### src/hw/rx_ep_regs.svh
// Register offsets, field positions, reset values and timing counts.
`ifndef RX_EP_REGS_SVH
`define RX_EP_REGS_SVH
`define EPA_CSR_OFF     32'h1520_01a0
`define EPA_MAX_PACKET_SIZE_OFF    32'h1520_01a4
`define EPA_CNT_OFF     32'h1520_01a8
`define EPA_FIFO_OFF    32'h1520_01ac
`define EPB_CSR_OFF     32'h1520_01b0
`define EPB_MAX_PACKET_SIZE_OFF    32'h1520_01b4
`define EPB_CNT_OFF     32'h1520_01b8
`define EPB_FIFO_OFF    32'h1520_01bc
`define DMA_CTRL_OFF    32'h1520_01c0
`define DMA_UNIT_OFF    32'h1520_01c4
`define DMA_FCNT_OFF    32'h1520_01c8
`define BIT_AUTO_READY_CLEAR    7
`define BIT_IRQ_MASK    6
`define BIT_TOG_RST     5
`define BIT_SENT_STALL  4
`define BIT_SEND_STALL  3
`define BIT_FLUSH       2
`define BIT_PKT_RDY     0
`define BIT_TX_RUN_OB   7
`define BIT_DEMAND      3
`define BIT_RX_DMA_RUN  2
`define BIT_TX_DMA_RUN  1
`define BIT_DMA_MODE    0
`define MAX_PACKET_SIZE_RESET      4'h1
`define MAX_PACKET_SIZE_STEP       8
`define DMA_STEP_NS     40
`endif

### src/hw/rx_ep_pkg.sv
// Link handshake codes shared by both ends, and the DMA states used by the device end.
package rx_ep_pkg;
    typedef enum logic [1:0] {
        HS_ACK,
        HS_NAK,
        HS_STALL
    } handshake_t;
    typedef enum logic [2:0] {
        DMA_IDLE,
        DMA_LOAD,
        DMA_MOVE,
        DMA_DONE
    } dma_state_t;
endpackage

### src/hw/usb_rx_link_if.sv
// Packet link between the USB host side and the receive endpoint device.
`timescale 1ns/100ps
interface usb_rx_link_if;
    logic                    tok_valid;
    logic                    tok_ep;
    logic                    dat_valid;
    logic [7:0]              dat_byte;
    logic                    dat_pid1;
    logic                    pkt_end;
    logic                    hs_valid;
    rx_ep_pkg::handshake_t   hs_code;
    modport device (input tok_valid, tok_ep, dat_valid, dat_byte,
                    dat_pid1, pkt_end, output hs_valid, hs_code);
    modport host (output tok_valid, tok_ep, dat_valid, dat_byte,
                  dat_pid1, pkt_end, input hs_valid, hs_code);
endinterface

### src/hw/usb_out_endpoint_dma.sv
// Device end: two receive endpoints with registers and DMA control.
// Summary of operation
// Auto-clear drops packet-ready on the FIFO read of the last counted byte
// DMA mask gates endpoint A ready interrupt
// Toggle reset forces next PID DATA0
// STALL ending OUT sets stall-sent flag
// Oversize OUT packet is answered with STALL
// Stall request STALLs; clearing drops packet-ready
// Flush discards pending packet, self-clears
// Flush ignored without pending packet
// Full packet loaded sets packet-ready
// MCU clears packet-ready after reading packet
// Max packet code times eight, resets 0001
// Received byte count readable, seven bits
// MCU reads exactly the counted bytes
// FIFO data port, low byte only
// Mode select: interrupt or DMA
// DMA run bits start, stop, self-clear
// Demand mode enable bit
// Read-only TX run indicator, state field
// Transfer unit value, read by device
// RX DMA start loads FIFO byte counter
// MCU loads total counter before DMA
// Interrupt mode raises IRQ on ready
// Controls reset to zero, max code 0001
`timescale 1ns/100ps
`include "rx_ep_regs.svh"
module usb_out_endpoint_dma #(
    parameter int DEPTH = 64
) (
    input  wire logic        clk_i,
    input  wire logic        rst_i,
    usb_rx_link_if.device    link,
    input  wire logic        cyc_i,
    input  wire logic        stb_i,
    input  wire logic        we_i,
    input  wire logic [31:0] adr_i,
    input  wire logic [3:0]  sel_i,
    input  wire logic [31:0] dat_i,
    output logic [31:0]      dat_o,
    output logic             ack_o,
    output logic [1:0]       ep_irq_o,
    output logic             dma_req_o
);
    // ****************************************
    // Per-endpoint and DMA state
    // ****************************************
    logic [7:0] csr   [2];
    logic [3:0] max_packet_size  [2];
    logic [6:0] cnt   [2];
    logic       tog   [2];
    logic [6:0] rptr  [2];
    logic [7:0] mem   [2][DEPTH];
    logic [7:0] dctl;
    logic [7:0] unit_val;
    logic [7:0] dma_fifo_byte_counter;
    logic [7:0] unit_left;
    rx_ep_pkg::dma_state_t dstate;

    logic       cur_ep;
    logic       in_pkt;
    logic       bad;
    logic [6:0] wcnt;

    function automatic logic [6:0] max_packet_size_bytes(input logic [3:0] code);
        max_packet_size_bytes = 7'(code * `MAX_PACKET_SIZE_STEP);
    endfunction

    // ****************************************
    // Bus decode
    // ****************************************
    wire        req    = cyc_i && stb_i && !ack_o;
    wire        wr     = req && we_i && sel_i[0];
    wire        rd     = req && !we_i;
    wire        hit_c0 = adr_i == `EPA_CSR_OFF;
    wire        hit_c1 = adr_i == `EPB_CSR_OFF;
    wire        hit_m0 = adr_i == `EPA_MAX_PACKET_SIZE_OFF;
    wire        hit_m1 = adr_i == `EPB_MAX_PACKET_SIZE_OFF;
    wire        hit_f0 = adr_i == `EPA_FIFO_OFF;
    wire        hit_f1 = adr_i == `EPB_FIFO_OFF;
    wire        hit_dc = adr_i == `DMA_CTRL_OFF;
    wire        hit_du = adr_i == `DMA_UNIT_OFF;
    wire        hit_fc = adr_i == `DMA_FCNT_OFF;
    wire [1:0]  fifo_rd = {rd && hit_f1, rd && hit_f0};
    wire [1:0]  csr_wr  = {wr && hit_c1, wr && hit_c0};
    wire        rx_run_set = wr && hit_dc && dat_i[`BIT_RX_DMA_RUN]
                             && !dctl[`BIT_RX_DMA_RUN];
    wire        dma_mode   = dctl[`BIT_DMA_MODE];
    wire        tok_stall  = csr[link.tok_ep][`BIT_SEND_STALL];
    wire        pid_ok     = link.dat_pid1 == tog[cur_ep];
    wire [6:0]  lim        = max_packet_size_bytes(max_packet_size[cur_ep]);
    wire        over       = link.dat_valid && (wcnt >= lim);
    wire        busy_rx    = csr[cur_ep][`BIT_PKT_RDY];
    // The last byte arrives with the end marker, so it is counted here.
    wire        take       = in_pkt && link.dat_valid && !over
                             && wcnt < 7'(DEPTH);
    wire [6:0]  rx_len     = wcnt + 7'(take);

    logic [31:0] rdata;
    always_comb begin
        rdata = 32'h0000_0000;
        if (hit_c0) rdata = {24'h00_0000, csr[0]};
        else if (hit_c1) rdata = {24'h00_0000, csr[1]};
        else if (hit_m0) rdata = {28'h000_0000, max_packet_size[0]};
        else if (hit_m1) rdata = {28'h000_0000, max_packet_size[1]};
        else if (adr_i == `EPA_CNT_OFF) rdata = {25'h0, cnt[0]};
        else if (adr_i == `EPB_CNT_OFF) rdata = {25'h0, cnt[1]};
        else if (hit_f0) rdata = {24'h00_0000, mem[0][6'(rptr[0])]};
        else if (hit_f1) rdata = {24'h00_0000, mem[1][6'(rptr[1])]};
        else if (hit_dc) rdata = {24'h00_0000, dctl};
        else if (hit_du) rdata = {24'h00_0000, unit_val};
        else if (hit_fc) rdata = {24'h00_0000, dma_fifo_byte_counter};
    end

    // ****************************************
    // Bus slave: one wait-state ack, unmapped reads return zero.
    // ****************************************
    always_ff @(posedge clk_i) begin
        if (rst_i) begin
            ack_o <= 1'b0;
            dat_o <= 32'h0000_0000;
        end else begin
            ack_o <= req;
            dat_o <= rdata;
        end
    end

    // ****************************************
    // Link receive
    // ****************************************
    always_ff @(posedge clk_i) begin
        if (rst_i) begin
            cur_ep        <= 1'b0;
            in_pkt        <= 1'b0;
            bad           <= 1'b0;
            wcnt          <= 7'h00;
            link.hs_valid <= 1'b0;
            link.hs_code  <= rx_ep_pkg::HS_ACK;
        end else begin
            link.hs_valid <= 1'b0;
            if (link.tok_valid) begin
                cur_ep <= link.tok_ep;
                in_pkt <= 1'b1;
                bad    <= tok_stall;
                wcnt   <= 7'h00;
            end else if (in_pkt) begin
                if (over) bad <= 1'b1;
                if (link.dat_valid && !over && wcnt < 7'(DEPTH))
                    wcnt <= wcnt + 7'h01;
                if (link.pkt_end) begin
                    in_pkt        <= 1'b0;
                    link.hs_valid <= 1'b1;
                    if (bad || over) link.hs_code <= rx_ep_pkg::HS_STALL;
                    else if (busy_rx) link.hs_code <= rx_ep_pkg::HS_NAK;
                    else link.hs_code <= rx_ep_pkg::HS_ACK;
                end
            end
        end
    end

    wire stall_end = in_pkt && link.pkt_end && (bad || over);
    // A repeated data PID is acknowledged but its data is dropped.
    wire good_end  = in_pkt && link.pkt_end && !(bad || over) && !busy_rx
                     && pid_ok;

    always_ff @(posedge clk_i) begin
        if (in_pkt && link.dat_valid && !over && !busy_rx
            && wcnt < 7'(DEPTH))
            mem[cur_ep][6'(wcnt)] <= link.dat_byte;
    end

    // ****************************************
    // Endpoint registers
    // ****************************************
    for (genvar e = 0; e < 2; e++) begin : g_ep
        wire       me       = cur_ep == 1'(e);
        wire       set_rdy  = good_end && me;
        wire       flush    = csr_wr[e] && dat_i[`BIT_FLUSH]
                              && csr[e][`BIT_PKT_RDY];
        wire       auto_ready_clear = fifo_rd[e] && csr[e][`BIT_AUTO_READY_CLEAR]
                              && (rptr[e] + 7'h01 >= cnt[e]);
        wire       uns_clr  = csr_wr[e] && csr[e][`BIT_SEND_STALL]
                              && !dat_i[`BIT_SEND_STALL];
        wire       sw_clr   = csr_wr[e] && !dat_i[`BIT_PKT_RDY];
        always_ff @(posedge clk_i) begin
            if (rst_i) begin
                csr[e]  <= 8'h00;
                max_packet_size[e] <= `MAX_PACKET_SIZE_RESET;
                cnt[e]  <= 7'h00;
                tog[e]  <= 1'b0;
                rptr[e] <= 7'h00;
            end else begin
                if (csr_wr[e]) begin
                    csr[e][7:6] <= dat_i[7:6];
                    csr[e][`BIT_SEND_STALL] <= dat_i[`BIT_SEND_STALL];
                    if (!dat_i[`BIT_SENT_STALL])
                        csr[e][`BIT_SENT_STALL] <= 1'b0;
                end
                if (wr && (e == 0 ? hit_m0 : hit_m1))
                    max_packet_size[e] <= dat_i[3:0];
                if (fifo_rd[e]) rptr[e] <= rptr[e] + 7'h01;
                if (stall_end && me)
                    csr[e][`BIT_SENT_STALL] <= 1'b1;
                if (csr_wr[e] && dat_i[`BIT_TOG_RST])
                    tog[e] <= 1'b0;
                else if (good_end && me)
                    tog[e] <= ~tog[e];
                // A new packet wins over any clear in the same cycle.
                if (set_rdy) begin
                    csr[e][`BIT_PKT_RDY] <= 1'b1;
                    cnt[e]               <= rx_len;
                    rptr[e]              <= 7'h00;
                end else if (flush || auto_ready_clear || uns_clr || sw_clr) begin
                    csr[e][`BIT_PKT_RDY] <= 1'b0;
                    rptr[e]              <= 7'h00;
                end
                csr[e][`BIT_FLUSH] <= 1'b0;
            end
        end
    end
    // ****************************************
    // Interrupts and DMA control
    // ****************************************
    wire rdy_a = good_end && !cur_ep;
    wire rdy_b = good_end && cur_ep;
    wire dma_done = dstate == rx_ep_pkg::DMA_MOVE && unit_left == 8'h00;
    always_ff @(posedge clk_i) begin
        if (rst_i) begin
            ep_irq_o  <= 2'b00;
            dma_req_o <= 1'b0;
            dctl      <= 8'h00;
            unit_val  <= 8'h00;
            dma_fifo_byte_counter  <= 8'h00;
            unit_left <= 8'h00;
            dstate    <= rx_ep_pkg::DMA_IDLE;
        end else begin
            ep_irq_o[0] <= rdy_a && (!dma_mode
                           || !csr[0][`BIT_IRQ_MASK]);
            ep_irq_o[1] <= rdy_b;
            if (wr && hit_dc)
                dctl[3:0] <= dat_i[3:0];
            if (wr && hit_du) unit_val <= dat_i[7:0];
            if (wr && hit_fc) dma_fifo_byte_counter <= dat_i[7:0];
            if (rx_run_set)
                dma_fifo_byte_counter <= {1'b0, cnt[0]};
            case (dstate)
                rx_ep_pkg::DMA_IDLE: begin
                    if (dma_mode && |dctl[2:1]) begin
                        dstate    <= rx_ep_pkg::DMA_LOAD;
                        unit_left <= unit_val;
                    end
                end
                rx_ep_pkg::DMA_LOAD: dstate <= rx_ep_pkg::DMA_MOVE;
                rx_ep_pkg::DMA_MOVE: begin
                    if (!(|dctl[2:1])) dstate <= rx_ep_pkg::DMA_IDLE;
                    else if (dma_done) dstate <= rx_ep_pkg::DMA_DONE;
                    else if (!dctl[`BIT_DEMAND] || dma_req_o)
                        unit_left <= unit_left - 8'h01;
                end
                default: begin
                    dctl[2:1] <= 2'b00;
                    dstate    <= rx_ep_pkg::DMA_IDLE;
                end
            endcase
            dma_req_o <= dstate == rx_ep_pkg::DMA_MOVE && !dma_done;
            dctl[`BIT_TX_RUN_OB] <= dctl[`BIT_TX_DMA_RUN];
            dctl[6:4] <= 3'(dstate);
        end
    end
endmodule

### src/flat_wrapper.sv
// flat-port wrapper written by rule: the top's interface ports become plain ports
module usb_out_endpoint_dma_flat 
#(
    parameter int DEPTH = 64
)
  (clk_i, rst_i, cyc_i, stb_i, we_i, adr_i, sel_i, dat_i, dat_o, ack_o, ep_irq_o, dma_req_o, link_tok_valid, link_tok_ep, link_dat_valid, link_dat_byte, link_dat_pid1, link_pkt_end, link_hs_valid, link_hs_code);
  usb_rx_link_if link_i ();
  input  wire logic clk_i;
  input  wire logic rst_i;
  input  wire logic cyc_i;
  input  wire logic stb_i;
  input  wire logic we_i;
  input  wire logic [31:0] adr_i;
  input  wire logic [3:0] sel_i;
  input  wire logic [31:0] dat_i;
  output logic [31:0] dat_o;
  output logic ack_o;
  output logic [1:0] ep_irq_o;
  output logic dma_req_o;
  input wire logic [$bits(link_i.tok_valid)-1:0] link_tok_valid;
  input wire logic [$bits(link_i.tok_ep)-1:0] link_tok_ep;
  input wire logic [$bits(link_i.dat_valid)-1:0] link_dat_valid;
  input wire logic [$bits(link_i.dat_byte)-1:0] link_dat_byte;
  input wire logic [$bits(link_i.dat_pid1)-1:0] link_dat_pid1;
  input wire logic [$bits(link_i.pkt_end)-1:0] link_pkt_end;
  output wire logic [$bits(link_i.hs_valid)-1:0] link_hs_valid;
  output wire logic [$bits(link_i.hs_code)-1:0] link_hs_code;
  assign link_i.tok_valid = link_tok_valid;
  assign link_i.tok_ep = link_tok_ep;
  assign link_i.dat_valid = link_dat_valid;
  assign link_i.dat_byte = link_dat_byte;
  assign link_i.dat_pid1 = link_dat_pid1;
  assign link_i.pkt_end = link_pkt_end;
  assign link_hs_valid = link_i.hs_valid;
  assign link_hs_code = link_i.hs_code;
  usb_out_endpoint_dma #(.DEPTH(DEPTH)) u_core (.clk_i(clk_i), .rst_i(rst_i), .link(link_i), .cyc_i(cyc_i), .stb_i(stb_i), .we_i(we_i), .adr_i(adr_i), .sel_i(sel_i), .dat_i(dat_i), .dat_o(dat_o), .ack_o(ack_o), .ep_irq_o(ep_irq_o), .dma_req_o(dma_req_o));
endmodule
### config.mk
export PLATFORM = sky130hd
export DESIGN_NAME = usb_out_endpoint_dma_flat
export DESIGN_NICKNAME = d
export VERILOG_FILES = /design/src/hw/rx_ep_pkg.sv /design/src/hw/usb_rx_link_if.sv /design/src/hw/usb_out_endpoint_dma.sv /design/src/flat_wrapper.sv
export VERILOG_INCLUDE_DIRS = /design/src /design/src/hw
export SDC_FILE = /design/constraint.sdc
export NUM_CORES = 1
export LEC_CHECK = 0
export ABC_AREA = 1
export BUFFER_PORTS_ARGS = -buffer_cell sky130_fd_sc_hd__buf_2
export CAP_MARGIN = 20
export CORE_ASPECT_RATIO = 2
export CORE_MARGIN = 10
export CORE_UTILIZATION = 41
export CTS_BUF_LIST = sky130_fd_sc_hd__clkbuf_8
export CTS_CLUSTER_SIZE = 14
export DETAILED_ROUTE_END_ITERATION = 12
export PLACE_DENSITY = 0.56
export SETUP_SLACK_MARGIN = 0.05
export SLEW_MARGIN = 10
export SYNTH_ARGS = -nofsm -noshare
export SYNTH_HDL_FRONTEND = slang
export SYNTH_SLANG_ARGS = --single-unit
### constraint.sdc
create_clock -name clk_i -period 4.6 [get_ports clk_i]
set_input_delay 1.38 -clock clk_i [delete_from_list [all_inputs] [get_ports clk_i]]
set_output_delay 1.38 -clock clk_i [all_outputs]
set_load 0.1 [all_outputs]
==> flow_metrics.env <==
export IMPL_status="completed"
export IMPL_nNetsFinal=4415
export IMPL_setup_tns_ns=0
export IMPL_clk_latency_ns=0.83
export IMPL_critPathRequiredTime_ns=5.12
export IMPL_dieArea_um2=131000
export IMPL_total_leakage_power_uw=0.0189
export IMPL_io_pins=125
export IMPL_htree_levels=4
export IMPL_cts_setup_buffers=0
export IMPL_clkSinkCount=1131
export IMPL_antenna_found_initial=1
export IMPL_crit_chain="mux2i_1 > ha_1 > a21oi_1 > o221ai_2 > nand2_2 > nand4_4 > nor3_4 > inv_2 > nor2_2 > nand2_1 > nor2_1 > buf_4"
export IMPL_routedWlPerCell_um=23.5
export IMPL_slowest_delay_ns=0.54
export IMPL_ys_async_sr_fraction_pct=0
export IMPL_rsz0062_at_grt="no"
export IMPL_detailedPlace_worstSlack_ns=0.702
export IMPL_max_slew_margin_pct=33.1
export IMPL_cpLargestDelayFamily="simple AND/OR/NAND/NOR gates"
export IMPL_fin_crit_sh_pct=81.3
export IMPL_port_buffers=73
export IMPL_cts_root_buffer="clkbuf_8"
export IMPL_synth_area_leader_cell="edfxtp_1"
export IMPL_placementRows=176
export IMPL_cts_buffers=150
export IMPL_fin_crit_ns=3.74
export IMPL_synthToLayoutAreaGrowth_pct=11.8
export IMPL_seqCellArea_um2=33400
export IMPL_cts_hold_buf=0
export IMPL_path_buf_inv=2
export IMPL_ys_types=56
export IMPL_drt_first_pass_iters=5
export IMPL_hold_violations=0
export IMPL_crit_fanout=8
export IMPL_n_fill_cell=10400
export IMPL_cts_clk_slew_worst_paths_ns=0.07
export IMPL_fin_ws_ns=0.860
export IMPL_cts_tree="yes"
export IMPL_place_gp_congestion=0.919
export IMPL_whs_ns=0.457
export IMPL_synth_edf_count=1072
export IMPL_drive_gt1_share_pct=12.1
export IMPL_yosysWarningCount=0
export IMPL_hold_depth=1
export IMPL_drv_cap=0
export IMPL_die_y_um=502
export IMPL_drc_errors=0
export IMPL_ir_worst_vdd_uv=203
export IMPL_critPathArrivalTime_ns=4.27
export IMPL_synth_seq_cells=1131
export IMPL_worstMarginPinSlew_ns=0.993
export IMPL_cts_resized=0
export IMPL_dp_hpwl_um=92000
export IMPL_clock_skew_final_ns=0.0309
export IMPL_synth_flop_cell="edfxtp_1"
export IMPL_dieWidth_um=261
export IMPL_setup_viol=0
export IMPL_grt_ovfl_total=0
export IMPL_via_per_inst=5.43
export IMPL_critPathKind="reg -> reg"
export IMPL_yosys_area_top_type_share_pct=67.7
export IMPL_drt_antenna_violating_nets=0
export IMPL_hold_path_class="reg -> reg"
export IMPL_grt_usage_pct=21.1
export IMPL_power_density_nw_per_um2=368
export IMPL_synth_seq_area_share_pct=70.2
export IMPL_syn_area_per_cell_um2=11.6
export IMPL_cp_end_kind="flop"
export IMPL_slew_violations=0
export IMPL_grt_max_degree=124
export IMPL_grt_pass1_wl_um=205000
export IMPL_ctsLongestPathBuffers=3
export IMPL_fin_util_pct=46.2
export IMPL_ff2ff_path_depth=12
export IMPL_grt_pass1_vias=32300
export IMPL_startpoint_type="flop"
export IMPL_num_vias=32200
export IMPL_synthCells=4103
export IMPL_cpMaxStageDelayCell="nor2_2"
export IMPL_path_depth=12
export IMPL_ys_top_cells_by_area="edfxtp_1 68%, nand2_1 5.9%, nand3_1 4.3%"
export IMPL_yosysMostFrequentCell="edfxtp_1"
export IMPL_core_area_um2=115000
export IMPL_synth_cell_area_um2=47600
export IMPL_start_util_pct=41.3
export IMPL_multi_input_area_um2=12300
export IMPL_routed_wl_um=140000
export IMPL_drt_iter0_drc=2552
export IMPL_synth_common_cells="1072 x edfxtp_1, 750 x nand2_1, 543 x nor2_1"
export IMPL_max_freq_ghz=0.267
layout by cell type (no fill, tap or decap), drive strengths merged, types with 7 or more instances in the layout:
cell type	synthesis	final
nor2	556	556
buf	181	284
a21oi	133	133
nand3	410	410
clkbuf	78	156
nor3	33	33
conb	1	24
nand4	22	22
o2111ai	9	9
clkinv	6	48
o221ai	41	41
xor2	14	14
a31oi	8	8
a221oi	18	18
o211ai	39	39
ha	26	26
dfxtp	59	59
o21ai	322	322
a21o	7	7
or2	19	19
a211oi	14	14
nand2	754	754
inv	174	234
o22ai	59	59
mux2i	24	24
edfxtp	1072	1072
sequential cells by signal, summed over array words and instances (netlist names), 2 cells and up, named ones only:
| register | flops |
|---|---|
| u_core.mem | 1024 |
| u_core.cnt | 14 |
| u_core.rptr | 14 |
| u_core.csr | 10 |
| u_core.dat_o | 8 |
| u_core.dma_fifo_byte_counter | 8 |
| u_core.max_packet_size | 8 |
| u_core.unit_left | 8 |
| u_core.unit_val | 8 |
| u_core.dctl | 7 |
| u_core.wcnt | 7 |
| u_core.dstate | 2 |
| u_core.ep_irq_o | 2 |
| u_core.link.hs_code | 2 |
| u_core.tog | 2 |
kinds of logic (layout without fill, tap and decap cells):
logic type | count (synthesis) | in the layout | share of synthesized area [%]
mux | 24 | 24 | 0.505
other cells | 1 | 25 | 0.00788
xor+xnor | 16 | 16 | 0.295
compound gates | 664 | 664 | 8.15
simple gates | 1802 | 1802 | 16.0
flops | 1131 | 1131 | 70.2
fa+ha+maj | 26 | 26 | 0.684
buf+inv | 439 | 732 | 4.24
power by group:
| part | internal [uW] | switching [uW] | total [uW] | leakage, uW |
|---|---|---|---|---|
| clock | 3430 | 3710 | 7150 | 0.00163 |
| sequential | 11300 | 32.4 | 11300 | 0.0102 |
| combinational | 266 | 878 | 1140 | 0.00714 |
| total | 15000 | 4620 | 19600 | 0.0189 |
per-layer routing:
layer	share of wire (%)	vias up	track usage, %
met3	4.5	359	2.73
met2	53	1013	38.2
met5	0	-	0
met4	7.0	0	14.3
li1	-	15000	-
met1	36	15900	22.5
layout make-up:
cell class | count | share of cell area, %
Timing Repair Buffer | 284 | 4.13
Clock inverter | 112 | 1.16
Antenna cell | 1 | 0.00470
Inverter | 180 | 1.29
Multi-Input combinational cell | 2556 | 23.1
Sequential cell | 1131 | 62.7
Clock buffer | 156 | 4.04
Tap cell | 1513 | 3.56
per-stage QoR:
step / total power, uW / instances / instance area [um^2]
after floorplan: 12200 / 4126 / 47700
after detailed placement: 12700 / 5664 / 50400
after global placement: 12700 / 5664 / 50400
final: 19600 / 5933 / 53200
after global routing: 20300 / 5933 / 53200
after CTS: 19800 / 5932 / 53200
path summary, 6_finish.rpt:
kind / from / to / slack, ns
hold reg to reg: u_core.csr[0][3] / u_core.ep_irq_o[0] / 0.46
setup / recovery: flop / u_core.mem[1][79] / 0.86
hold / removal: u_core.csr[0][3] / u_core.ep_irq_o[0] / 0.46
setup reg to reg: flop / u_core.mem[1][79] / 0.86
Power figures use the tool's default switching activity.
